**config.mk**
```make
export PLATFORM = sky130hd
export DESIGN_NAME = mmc_regs
export DESIGN_NICKNAME = d
export VERILOG_FILES = /design/src/mmc_pkg.sv /design/src/mmc_regs.sv
export SDC_FILE = /design/constraint.sdc
export NUM_CORES = 1
export LEC_CHECK = 0
export BUFFER_PORTS_ARGS = -buffer_cell sky130_fd_sc_hd__buf_2
export CAP_MARGIN = 20
export CELL_PAD_IN_SITES_DETAIL_PLACEMENT = 0
export CELL_PAD_IN_SITES_GLOBAL_PLACEMENT = 1
export CORE_UTILIZATION = 46
export CTS_BUF_LIST = sky130_fd_sc_hd__clkbuf_8
export DETAILED_ROUTE_END_ITERATION = 12
export PLACE_DENSITY = 0.95
export SLEW_MARGIN = 0
export SYNTH_ARGS = -nofsm -noshare
export SYNTH_HDL_FRONTEND = slang
export SYNTH_SLANG_ARGS = --single-unit
```
**constraint.sdc**
```tcl
create_clock -name clk -period 3.79 [get_ports clk]
set_input_delay 0.1895 -clock clk [delete_from_list [all_inputs] [get_ports clk]]
set_output_delay 0.1895 -clock clk [all_outputs]
set_load 0.02 [all_outputs]
```
**src/mmc_pkg.sv**
```systemverilog
package mmc_pkg;

  // Printed offsets are register indices; the byte address is four times the index
  localparam logic [11:0] MMC_IDX_MODE      = 12'h000;
  localparam logic [11:0] MMC_IDX_STATUS    = 12'h004;
  localparam logic [11:0] MMC_IDX_CAL       = 12'h008;
  localparam logic [11:0] MMC_IDX_WINDOW    = 12'h00a;
  localparam logic [11:0] MMC_IDX_IRQ_STAT  = 12'h010;
  localparam logic [11:0] MMC_IDX_IRQ_MASK  = 12'h012;
  localparam int          MMC_ADDR_W        = 14;

  // Mode register fields
  localparam int          MMC_MODE_NOLOAD   = 0;
  localparam int          MMC_MODE_PHASE    = 1;
  localparam int          MMC_MODE_POSONLY  = 2;
  localparam int          MMC_MODE_ENA_LSB  = 3;
  localparam logic [15:0] MMC_MODE_WMASK    = 16'hf8ff;
  localparam logic [15:0] MMC_MODE_RESET    = 16'h0000;

  // Status and calibration control fields
  localparam int          MMC_STAT_NEG      = 2;
  localparam int          MMC_CAL_MODE      = 0;
  localparam int          MMC_CAL_UPDATE    = 1;

  // Window exponent
  localparam logic [15:0] MMC_WIN_RESET     = 16'h0000;
  localparam logic [3:0]  MMC_WIN_MAX_EXP   = 4'h8;
  localparam int          MMC_CNT_W         = 9;

  // Interrupt bits
  localparam int          MMC_IRQ_DONE      = 0;
  localparam int          MMC_IRQ_NEG       = 1;
  localparam int          MMC_IRQ_W         = 2;

  localparam logic [1:0]  MMC_RESP_OKAY     = 2'b00;
  localparam logic [1:0]  MMC_RESP_SLVERR   = 2'b10;

  typedef enum logic [1:0] {
    MMC_WIN_IDLE  = 2'b00,
    MMC_WIN_ARMED = 2'b01,
    MMC_WIN_RUN   = 2'b10
  } mmc_win_e;

  typedef struct packed {
    logic [2:0] phase_accumulate_enable;
    logic       positive_only;
    logic       single_point_phase;
    logic       no_load_threshold_enable;
  } mmc_mode_s;

  typedef struct packed {
    logic       cal_mode;
    logic       use_cal_values;
    logic       window_active;
    logic       update_commit;
  } mmc_cal_s;

endpackage

```
**src/mmc_regs.sv**
```systemverilog
`timescale 1ns/1ps
// Summary of operation
// - A 16-bit read/write mode register sits at index 0x000 and its bits 8 to 10 read as zero.
// - Mode bits 3 to 5 each include one phase in energy accumulation and pulse output when set.
// - Mode bit 2 set accumulates positive energy only; clear subtracts negative energy.
// - Mode bit 1 set selects single-point phase correction; clear is reserved.
// - Mode bit 0 enables the no-load no_load_threshold_enable threshold.
// - The apparent, active and gain mode fields are stored but steer nothing.
// - Status register at index 0x004 shows the raw phase-A power sign in bit 2, rest zero.
// - Calibration control at index 0x008 has a mode bit 0 that acts at once.
// - In calibration mode, setting update bit 1 opens the window at the next line cycle; updates start at the line cycle after it.
// - After the window the update bit clears itself and updates freeze until restarted.
// - In calibration mode results are computed without calibration values.
// - Calibration mode and update bits reset to zero; bits 2 to 15 read as zero.
// - The window register is a power-of-two exponent 0..8, applied only at window start.
module mmc_regs
  import mmc_pkg::*;
(
  input  wire logic                       clk,
  input  wire logic                       rst_b,
  input  wire logic [mmc_pkg::MMC_ADDR_W-1:0] s_axi_awaddr,
  input  wire logic                       s_axi_awvalid,
  output logic                            s_axi_awready,
  input  wire logic [31:0]                s_axi_wdata,
  input  wire logic [3:0]                 s_axi_wstrb,
  input  wire logic                       s_axi_wvalid,
  output logic                            s_axi_wready,
  output logic [1:0]                      s_axi_bresp,
  output logic                            s_axi_bvalid,
  input  wire logic                       s_axi_bready,
  input  wire logic [mmc_pkg::MMC_ADDR_W-1:0] s_axi_araddr,
  input  wire logic                       s_axi_arvalid,
  output logic                            s_axi_arready,
  output logic [31:0]                     s_axi_rdata,
  output logic [1:0]                      s_axi_rresp,
  output logic                            s_axi_rvalid,
  input  wire logic                       s_axi_rready,
  input  wire logic                       line_cycle_pulse,
  input  wire logic                       raw_active_power_a_sign,
  output mmc_pkg::mmc_mode_s              mode_out,
  output mmc_pkg::mmc_cal_s               cal_out,
  output logic                            irq
);
  import mmc_pkg::*;

  function automatic logic [15:0] merge16(input logic [15:0] old_v,
                                          input logic [31:0] data,
                                          input logic [3:0]  strb);
    logic [15:0] r;
    r = old_v;
    if (strb[0]) begin
      r[7:0] = data[7:0];
    end
    if (strb[1]) begin
      r[15:8] = data[15:8];
    end
    return r;
  endfunction

  function automatic logic [11:0] to_index(input logic [MMC_ADDR_W-1:0] a);
    return a[MMC_ADDR_W-1:2];
  endfunction

  // Write and read channel holding registers
  logic [MMC_ADDR_W-1:0] aw_addr_q;
  logic                  aw_have_q;
  logic [31:0]           w_data_q;
  logic [3:0]            w_strb_q;
  logic                  w_have_q;
  logic                  bvalid_q;
  logic [1:0]            bresp_q;
  logic                  rvalid_q;
  logic [31:0]           rdata_q;
  logic [1:0]            rresp_q;

  logic [15:0]           mode_q;
  logic                  cal_mode_q;
  logic                  cal_update_q;
  logic [15:0]           win_reg_q;
  logic [3:0]            win_exp_q;
  logic [MMC_CNT_W-1:0]  win_cnt_q;
  mmc_win_e              win_state_q;
  logic                  neg_q;
  logic [MMC_IRQ_W-1:0]  irq_stat_q;
  logic [MMC_IRQ_W-1:0]  irq_mask_q;

  logic                  wr_fire;
  logic [11:0]           wr_idx;
  logic                  wr_known;
  logic                  wr_mode;
  logic                  wr_cal;
  logic                  wr_win;
  logic                  wr_istat;
  logic                  wr_imask;
  logic [15:0]           cal_merged;
  logic                  rd_fire;
  logic [11:0]           rd_idx;
  logic [3:0]            win_exp_new;
  logic                  win_last;
  logic                  win_done;
  logic [MMC_IRQ_W-1:0]  irq_set;

  assign s_axi_awready = !aw_have_q && !bvalid_q;
  assign s_axi_wready  = !w_have_q && !bvalid_q;
  assign s_axi_bvalid  = bvalid_q;
  assign s_axi_bresp   = bresp_q;
  assign s_axi_arready = !rvalid_q;
  assign s_axi_rvalid  = rvalid_q;
  assign s_axi_rdata   = rdata_q;
  assign s_axi_rresp   = rresp_q;

  assign wr_fire    = aw_have_q && w_have_q && !bvalid_q;
  assign wr_idx     = to_index(aw_addr_q);
  assign wr_mode    = wr_fire && (wr_idx == MMC_IDX_MODE);
  assign wr_cal     = wr_fire && (wr_idx == MMC_IDX_CAL);
  assign wr_win     = wr_fire && (wr_idx == MMC_IDX_WINDOW);
  assign wr_istat   = wr_fire && (wr_idx == MMC_IDX_IRQ_STAT);
  assign wr_imask   = wr_fire && (wr_idx == MMC_IDX_IRQ_MASK);
  assign wr_known   = (wr_idx == MMC_IDX_MODE) || (wr_idx == MMC_IDX_CAL) ||
                      (wr_idx == MMC_IDX_WINDOW) || (wr_idx == MMC_IDX_IRQ_STAT) ||
                      (wr_idx == MMC_IDX_IRQ_MASK) || (wr_idx == MMC_IDX_STATUS);
  assign cal_merged = merge16({14'h0000, cal_update_q, cal_mode_q}, w_data_q, w_strb_q);
  assign rd_fire    = s_axi_arvalid && !rvalid_q;
  assign rd_idx     = to_index(s_axi_araddr);

  // Exponents above the largest window are held at the largest window
  assign win_exp_new = (win_reg_q[3:0] > MMC_WIN_MAX_EXP || win_reg_q[15:4] != 12'h000) ?
                       MMC_WIN_MAX_EXP : win_reg_q[3:0];
  assign win_last    = (win_cnt_q == MMC_CNT_W'((1 << win_exp_q) - 1));
  assign win_done    = (win_state_q == MMC_WIN_RUN) && line_cycle_pulse && win_last &&
                       cal_mode_q;

  always_ff @(posedge clk or negedge rst_b) begin
    if (!rst_b) begin
      aw_have_q <= 1'b0;
      aw_addr_q <= '0;
      w_have_q  <= 1'b0;
      w_data_q  <= 32'h0000_0000;
      w_strb_q  <= 4'h0;
    end else begin
      if (s_axi_awvalid && s_axi_awready) begin
        aw_have_q <= 1'b1;
        aw_addr_q <= s_axi_awaddr;
      end else if (wr_fire) begin
        aw_have_q <= 1'b0;
      end
      if (s_axi_wvalid && s_axi_wready) begin
        w_have_q <= 1'b1;
        w_data_q <= s_axi_wdata;
        w_strb_q <= s_axi_wstrb;
      end else if (wr_fire) begin
        w_have_q <= 1'b0;
      end
    end
  end

  always_ff @(posedge clk or negedge rst_b) begin
    if (!rst_b) begin
      bvalid_q <= 1'b0;
      bresp_q  <= MMC_RESP_OKAY;
    end else if (wr_fire) begin
      bvalid_q <= 1'b1;
      bresp_q  <= wr_known ? MMC_RESP_OKAY : MMC_RESP_SLVERR;
    end else if (s_axi_bready) begin
      bvalid_q <= 1'b0;
    end
  end

  always_ff @(posedge clk or negedge rst_b) begin
    if (!rst_b) begin
      rvalid_q <= 1'b0;
      rdata_q  <= 32'h0000_0000;
      rresp_q  <= MMC_RESP_OKAY;
    end else if (rd_fire) begin
      rvalid_q <= 1'b1;
      rresp_q  <= MMC_RESP_OKAY;
      case (rd_idx)
        MMC_IDX_MODE: begin
          rdata_q <= {16'h0000, mode_q};
        end
        MMC_IDX_STATUS: begin
          rdata_q <= 32'(neg_q) << MMC_STAT_NEG;
        end
        MMC_IDX_CAL: begin
          rdata_q <= {30'h0000_0000, cal_update_q, cal_mode_q};
        end
        MMC_IDX_WINDOW: begin
          rdata_q <= {16'h0000, win_reg_q};
        end
        MMC_IDX_IRQ_STAT: begin
          rdata_q <= {30'h0000_0000, irq_stat_q};
        end
        MMC_IDX_IRQ_MASK: begin
          rdata_q <= {30'h0000_0000, irq_mask_q};
        end
        default: begin
          rdata_q <= 32'h0000_0000;
          rresp_q <= MMC_RESP_SLVERR;
        end
      endcase
    end else if (s_axi_rready) begin
      rvalid_q <= 1'b0;
    end
  end

  // Reserved bits 8..10 never store, so they read back as zero
  always_ff @(posedge clk or negedge rst_b) begin
    if (!rst_b) begin
      mode_q <= MMC_MODE_RESET;
    end else if (wr_mode) begin
      mode_q <= merge16(mode_q, w_data_q, w_strb_q) & MMC_MODE_WMASK;
    end
  end

  always_ff @(posedge clk or negedge rst_b) begin
    if (!rst_b) begin
      win_reg_q <= MMC_WIN_RESET;
    end else if (wr_win) begin
      win_reg_q <= merge16(win_reg_q, w_data_q, w_strb_q);
    end
  end

  // Calibration control; the window state machine owns the update bit's clearing
  always_ff @(posedge clk or negedge rst_b) begin
    if (!rst_b) begin
      cal_mode_q   <= 1'b0;
      cal_update_q <= 1'b0;
    end else if (wr_cal) begin
      cal_mode_q   <= cal_merged[MMC_CAL_MODE];
      // Update only sticks when calibration mode is on after this write
      cal_update_q <= cal_merged[MMC_CAL_UPDATE] && cal_merged[MMC_CAL_MODE];
    end else if (win_done) begin
      cal_update_q <= 1'b0;
    end
  end

  always_ff @(posedge clk or negedge rst_b) begin
    if (!rst_b) begin
      win_state_q <= MMC_WIN_IDLE;
      win_cnt_q   <= '0;
      win_exp_q   <= 4'h0;
    end else if (!cal_mode_q || !cal_update_q) begin
      win_state_q <= MMC_WIN_IDLE;
      win_cnt_q   <= '0;
    end else begin
      case (win_state_q)
        MMC_WIN_IDLE: begin
          win_state_q <= MMC_WIN_ARMED;
        end
        MMC_WIN_ARMED: begin
          if (line_cycle_pulse) begin
            win_state_q <= MMC_WIN_RUN;
            win_cnt_q   <= '0;
            win_exp_q   <= win_exp_new;
          end
        end
        MMC_WIN_RUN: begin
          if (line_cycle_pulse) begin
            if (win_last) begin
              win_state_q <= MMC_WIN_IDLE;
              win_cnt_q   <= '0;
            end else begin
              win_cnt_q <= win_cnt_q + 1'b1;
            end
          end
        end
        default: begin
          win_state_q <= MMC_WIN_IDLE;
        end
      endcase
    end
  end

  always_ff @(posedge clk or negedge rst_b) begin
    if (!rst_b) begin
      neg_q <= 1'b0;
    end else begin
      neg_q <= raw_active_power_a_sign;
    end
  end

  // Set wins over a write-one-to-clear in the same cycle
  assign irq_set[MMC_IRQ_DONE] = win_done;
  assign irq_set[MMC_IRQ_NEG]  = raw_active_power_a_sign && !neg_q;

  always_ff @(posedge clk or negedge rst_b) begin
    if (!rst_b) begin
      irq_stat_q <= '0;
      irq_mask_q <= '0;
    end else begin
      irq_stat_q <= (irq_stat_q & ~(wr_istat && w_strb_q[0] ?
                     w_data_q[MMC_IRQ_W-1:0] : '0)) | irq_set;
      if (wr_imask && w_strb_q[0]) begin
        irq_mask_q <= w_data_q[MMC_IRQ_W-1:0];
      end
    end
  end

  assign irq = |(irq_stat_q & irq_mask_q);

  always_comb begin
    mode_out.phase_accumulate_enable  = mode_q[MMC_MODE_ENA_LSB +: 3];
    mode_out.positive_only            = mode_q[MMC_MODE_POSONLY];
    mode_out.single_point_phase       = mode_q[MMC_MODE_PHASE];
    mode_out.no_load_threshold_enable = mode_q[MMC_MODE_NOLOAD];
    cal_out.cal_mode                  = cal_mode_q;
    cal_out.use_cal_values            = !cal_mode_q;
    cal_out.window_active             = (win_state_q == MMC_WIN_RUN) && cal_mode_q;
    // Outside calibration every line cycle commits; inside, only counted window cycles
    cal_out.update_commit             = line_cycle_pulse &&
                                        (!cal_mode_q || (win_state_q == MMC_WIN_RUN));
  end

endmodule

```
==> results_dict.tcl, run 1 <==
set metrics [dict create \
    status "finished clean" \
    die_w_um 107 \
    cpPeakStageDelay_ps 580 \
    maxSlewHeadroom_pct 29.1 \
    path_class "reg2reg" \
    peakVddDrop_v 0.000265 \
    ys_types 62 \
    power_frac_comb_pct 18.8 \
    clockBufferDepth 2 \
    die_h_um 107 \
    setup_viol 0 \
    slew_viol_final 0 \
    dp_slack_ps 1020 \
    grt_usage_pct 19.5 \
    crit_path_cell_trace "nor2_1, nand3b_1, ha_1, or3_1, and2_1, o221ai_2, o2111ai_4, a31oi_1, o22ai_1" \
    wl_um 10500 \
    rsz0062_at_grt "false" \
    cts.clk_slew.worst_paths_ps 110 \
    r2r-start "win_exp_q[2]$_DFFE_PN0P_" \
    power_uw 2600 \
    reg2regPathDepth 9 \
    worst_slack_ps 1020 \
    wire_per_inst_um 15.6 \
    num-fill-cells 929 \
    synth-edff-count 0 \
    cts-resized-gates 0 \
    cts_buffers 9 \
    via_per_inst 5.41 \
    wl_met1_um 4560 \
    final-seq-area_mm2 0.00258 \
    synth_commonest_cells "103 x dfrtp_1, 60 x mux2_2, 53 x nand2_1" \
    synth-seq-cells 103 \
    tightest_slew_ps 1060 \
    drive_gt1_share_pct 32.9 \
    final_util_pct 54.1 \
    clock-sinks 103 \
    gr-total-overflow 0 \
    drt_first_pass_iters 4 \
    reg2reg_setup_slack_ps 1020 \
    synth_ff_type "dfrtp_1" \
    highest_layer "met4" \
    cts_tree "yes" \
    multi_input_area_mm2 0.00222 \
    routabilityCongestion 0.775 \
    synthArstFlopShare_pct 100 \
    endpoint_kind "flip-flop" \
    floorplan.initialDensity_pct 48.3 \
    clk-insertion-delay-late_ps 370 \
    ys_top_cells_by_area "dfrtp_1 51%, mux2_2 13%, nand2_1 3.9%" \
    antenna_cells 0 \
    wl_met2_um 5180 \
    pin_count 125 \
    std_cell_rows 37 \
    drv_cap 0 \
    syn2layout_area_growth_pct 12.0 \
    die-area_mm2 0.0114 \
    synth_top_cell_by_area "dfrtp_1" \
    power.switching_uw 800 \
    yosysTopAreaCellShare_pct 50.8 \
    dr_wl_met3_um 545 \
    grt_pass1_vias 3556 \
    syn_avg_cell_area_um2 11.1 \
    core_mm2 0.0105 \
    io_buffer_count 84 \
    required_ps 4040 \
    fmax_mhz 361 \
    p_int_uw 1800 \
    tns_ps 0 \
    endpoint "win_cnt_q[2]$_DFFE_PN0P_" \
    hold_viol 0 \
    critPathMaxFanout 16 \
    r2r_end "win_cnt_q[2]$_DFFE_PN0P_" \
    dp_hpwl_um 7720 \
    syn_inst 457 \
    vias 3629 \
    grt_pass1_wl_um 17200 \
    ys_seq_area_share_pct 50.8 \
    cp_slowest_cell "dfrtp_1" \
    clkPwrFrac_pct 25.3 \
    arrival_ps 3020 \
    power_switching_share_pct 30.8 \
    fin_worst_skew_ps 10.6 \
    pwr-share-seq_pct 55.9 \
    grt_max_degree 71 \
    hold_class "in2reg" \
    nets 605 \
    ant_nets 0 \
    drc 0 \
    power_leakage_uw 0.00267 \
    syn_area_mm2 0.00507 \
    layout_min_cycle_time_ps 2770 \
    antenna_found_initial 0 \
    fin_hold_ws_ps 40.7 \
    cts_root_buf "clkbuf_8" \
    yosysWarningCount 0 \
    worstSetupStartpointType "flip-flop" \
    fin_crit_sh_pct 73.1 \
    synth.most_common_cell "dfrtp_1" \
    power_density_mw_per_mm2 457 \
    cts_htree_levels 3 \
    drt_iter0_markers 154 \
    crit_start "win_exp_q[2]$_DFFE_PN0P_" \
]
[critical path: cells and delay by family, from the launching register on]
kind                       cells  cell delay, ps
and+or+nand+nor                4             910
AOI/OAI and AO/OA              4             810
DFF                            1             580
adders and majority gates      1             370
[flip-flops by register name (all words and copies together) (netlist names)]
| signal | flops |
|---|---|
| s_axi_rdata | 16 |
| w_data_q | 16 |
| win_reg_q | 16 |
| mode_q | 13 |
| aw_addr_q | 12 |
| win_cnt_q | 9 |
| win_exp_q | 4 |
| irq_mask_q | 2 |
| irq_stat_q | 2 |
| w_strb_q | 2 |
| win_state_q | 2 |
| aw_have_q | 1 |
| cal_mode_q | 1 |
| cal_update_q | 1 |
| neg_q | 1 |
| s_axi_bresp | 1 |
| s_axi_bvalid | 1 |
| s_axi_rresp | 1 |
| s_axi_rvalid | 1 |
| w_have_q | 1 |
[cell usage in the layout (no fill, tap or decap), types with 3 or more instances in the layout]
| master | instances |
|---|---|
| conb_1 | 18 |
| dfrtp_1 | 103 |
| o21bai_1 | 3 |
| nand3_1 | 8 |
| inv_1 | 12 |
| buf_2 | 83 |
| clkbuf_8 | 9 |
| and2_1 | 5 |
| mux2i_1 | 8 |
| nand2_1 | 53 |
| a22o_1 | 4 |
| buf_4 | 3 |
| o22ai_1 | 4 |
| nand2b_1 | 6 |
| a22oi_1 | 10 |
| or3_1 | 5 |
| dlygate4sd3_1 | 4 |
| nor3_1 | 6 |
| inv_6 | 3 |
| o21ai_1 | 4 |
| a31oi_1 | 4 |
| a21o_1 | 3 |
| and3_1 | 4 |
| nor2_1 | 20 |
| mux2_2 | 60 |
| nor4_1 | 7 |
| xnor2_1 | 5 |
| o21ai_0 | 22 |
| a21oi_1 | 12 |
[routing by layer]
metal,GRT usage [%],vias up
li1,-,1728
met1,25.4,1773
met2,32.4,115
met3,4.38,13
met4,6.26,0
met5,0,-
[per-stage QoR]
| step | cell area [µm²] | cells |
|---|---|---|
| 2_1_floorplan | 5130 | 474 |
| 3_3_place_gp | 5450 | 651 |
| 3_5_place_dp | 5450 | 651 |
| 4_1_cts | 5680 | 671 |
| 5_1_grt | 5680 | 671 |
| 6_report | 5680 | 671 |
[repair_timing]
action | 4_1_cts | 5_1_grt
hold endpoints to repair | 72 | 0
hold buffers | 4 | 0
buffers inserted | 0 | 0
[kinds of logic after synthesis]
family                   Yosys count  synth area share [%]
adder cells (fa/ha/maj)            2                 0.493
flip-flops                       103                  50.8
AND/OR/NAND/NOR                  132                  13.7
multiplexers                      69                  15.1
AO/OA/AOI/OAI                     87                  12.0
buffers and inverters             56                  6.56
other                              1                0.0739
XOR/XNOR                           7                  1.21
[worst min-delay path by stage]
stage	from	to	slack, ps	cells past startpoint
finish	s_axi_awaddr[11]	aw_addr_q[11]$_DFFE_PN0P_	40	2
global route	s_axi_awaddr[12]	aw_addr_q[12]$_DFFE_PN0P_	10	2
CTS	s_axi_awaddr[4]	aw_addr_q[4]$_DFFE_PN0P_	20	2
detailed placement	raw_active_power_a_sign	neg_q$_DFF_PN0_	320	1
global placement	raw_active_power_a_sign	neg_q$_DFF_PN0_	320	1
floorplan	rst_b	aw_addr_q[10]$_DFFE_PN0P_	-110	0
[layout make-up]
type                    instances  share of cell area (%)
flip-flops and latches        103                    45.4
clock buffers                   9                    2.18
inverters                      11                   0.727
clock inverters                 7                    1.15
multi-input cells             315                    39.2
repair buffers                 90                    8.41
well taps                     136                    3.00
[power groups by stage]
| stage | clock, µW | sequential [µW] | combinational [µW] |
|---|---|---|---|
| detailed placement | 0 | 1480 | 495 |
| global placement | 0 | 1460 | 474 |
| floorplan | 0 | 1420 | 380 |
| finish | 656 | 1450 | 489 |
| global route | 722 | 1480 | 550 |
| CTS | 682 | 1450 | 499 |
No activity file was read; power rests on OpenSTA's default activity.
==> inputs of run 2 (changes only) <==
- CORE_UTILIZATION: 46 -> 43
- PLACE_DENSITY: 0.95 -> 0.92
- clock period: 3.79 -> 2.7 ns (I/O delays scaled with it)
==> run 2 against run 1 <==
First-iteration DRC count decreased by 18%. Count of clock-buffer cells in the layout unchanged. Non-clock buffer count increased by 34. Die area increased by 6.8%. Critical path type unchanged. Largest cell class unchanged.
==> results_dict.tcl, run 2 (synthesized netlist as in run 1, its figures left out) <==
set metrics [dict create \
    final_cell_mix "103 x dfrtp_1, 83 x buf_2, 60 x mux2_2, 53 x nand2_1, 29 x dlygate4sd3_1" \
    arrival_ps 2800 \
    fmax_mhz 392 \
    via_per_inst 5.30 \
    endpoint "win_cnt_q[2]$_DFFE_PN0P_" \
    setup_viol 0 \
    clock-sinks 103 \
    cts-resized-gates 0 \
    antenna_cells 0 \
    cts_htree_levels 3 \
    final_common_cell "dfrtp_1" \
    grt_pass1_vias 3839 \
    layout_min_cycle_time_ps 2550 \
    r2r-start "win_exp_q[3]$_DFFE_PN0P_" \
    reg2regPathDepth 9 \
    io_buffer_count 84 \
    status "finished clean" \
    cts_setup_buffers 0 \
    drc 0 \
    required_ps 2950 \
    hold_class "in2reg" \
    path_class "reg2reg" \
    die_w_um 111 \
    die-area_mm2 0.0122 \
    critPathMaxFanout 11 \
    power_density_mw_per_mm2 620 \
    crit_path_cell_trace "nor2_1, nand2_1, ha_1, or3_1, and2_1, o221ai_2, o2111ai_4, a31oi_1, o22ai_1" \
    multi_input_area_mm2 0.00222 \
    crit_family "compound AO/OA/AOI/OAI gates" \
    clockBufferDepth 2 \
    floorplan.initialDensity_pct 44.2 \
    slew_viol_final 0 \
    num-fill-cells 994 \
    rsz0062_at_grt "false" \
    reg2reg_setup_slack_ps 150 \
    die_h_um 111 \
    cp_slowest_cell "dfrtp_1" \
    peakVddDrop_v 0.000466 \
    syn2layout_area_growth_pct 18.9 \
    crit_start "win_exp_q[3]$_DFFE_PN0P_" \
    cts_buffers 9 \
    crit_buf_inv 0 \
    path_depth 9 \
    core_mm2 0.0115 \
    std_cell_rows 39 \
    r2r_end "win_cnt_q[2]$_DFFE_PN0P_" \
    drt_iter0_markers 126 \
    whs_path_depth 2 \
    ant_nets 0 \
    grt_pass1_wl_um 18400 \
    routabilityCongestion 0.772 \
    hold_viol 0 \
    wl_um 10900 \
    grt_usage_pct 18.8 \
    power_uw 3740 \
    endpoint_kind "flip-flop" \
    cts.clk_slew.worst_paths_ps 110 \
    gr-total-overflow 0 \
    vias 3773 \
    fin_worst_skew_ps 14.2 \
    tns_ps 0 \
    drv_cap 0 \
    fin_hold_ws_ps 20.7 \
    wire_per_inst_um 15.3 \
    drive_gt1_share_pct 32.3 \
    drt_first_pass_iters 5 \
    clk-insertion-delay-late_ps 370 \
    fin_crit_sh_pct 94.5 \
    cts_tree "yes" \
    antenna_found_initial 0 \
    power_leakage_uw 0.00283 \
    final-seq-area_mm2 0.00258 \
    nets 639 \
    worstSetupStartpointType "flip-flop" \
    pin_count 125 \
    cpPeakStageDelay_ps 510 \
    grt_max_degree 69 \
    cts_hold_buf 29 \
    dp_hpwl_um 7880 \
    cts_root_buf "clkbuf_8" \
]
## run 2: power breakdown
group          internal, µW  total [µW]  switching [µW]
logic                   392         732             340
registers              1810        2040             229
clock network           434         967             533
## run 2: through the flow
step | instances | setup WS (ps) | utilization [%] | cell area, µm²
final | 712 | 149 | 52.6 | 6030
after global routing | 712 | 13.1 | 52.6 | 6030
after CTS | 712 | 155 | 52.6 | 6030
after detailed placement | 667 | 167 | 48.3 | 5540
after global placement | 667 | 254 | 48.3 | 5540
after floorplan | 474 | 238 | - | 5130
## run 2: cell type report
type / instances / area share (%)
multi-input cells: 315 / 36.9
clock buffers: 9 / 2.05
inverters: 11 / 0.685
well taps: 143 / 2.97
clock inverters: 7 / 1.22
flip-flops and latches: 103 / 42.8
repair buffers: 124 / 13.4
## run 2: layer usage
metal | vias up | part of all wire (%) | GRT usage (%)
li1 | 1799 | - | -
met1 | 1849 | 44 | 23.3
met2 | 106 | 49 | 32.2
met3 | 19 | 4.3 | 3.95
met4 | 0 | 2.1 | 6.76
met5 | - | 0 | 0
## run 2: how the worst min path moves through the flow
stage,startpoint,endpoint,slack (ps)
detailed placement,rst_b,win_cnt_q[6]$_DFFE_PN0P_,130
floorplan,rst_b,aw_addr_q[10]$_DFFE_PN0P_,-160
finish,s_axi_wdata[3],w_data_q[3]$_DFFE_PN0P_,20
CTS,s_axi_wdata[3],w_data_q[3]$_DFFE_PN0P_,6
global route,s_axi_wdata[3],w_data_q[3]$_DFFE_PN0P_,7
global placement,rst_b,win_cnt_q[6]$_DFFE_PN0P_,120
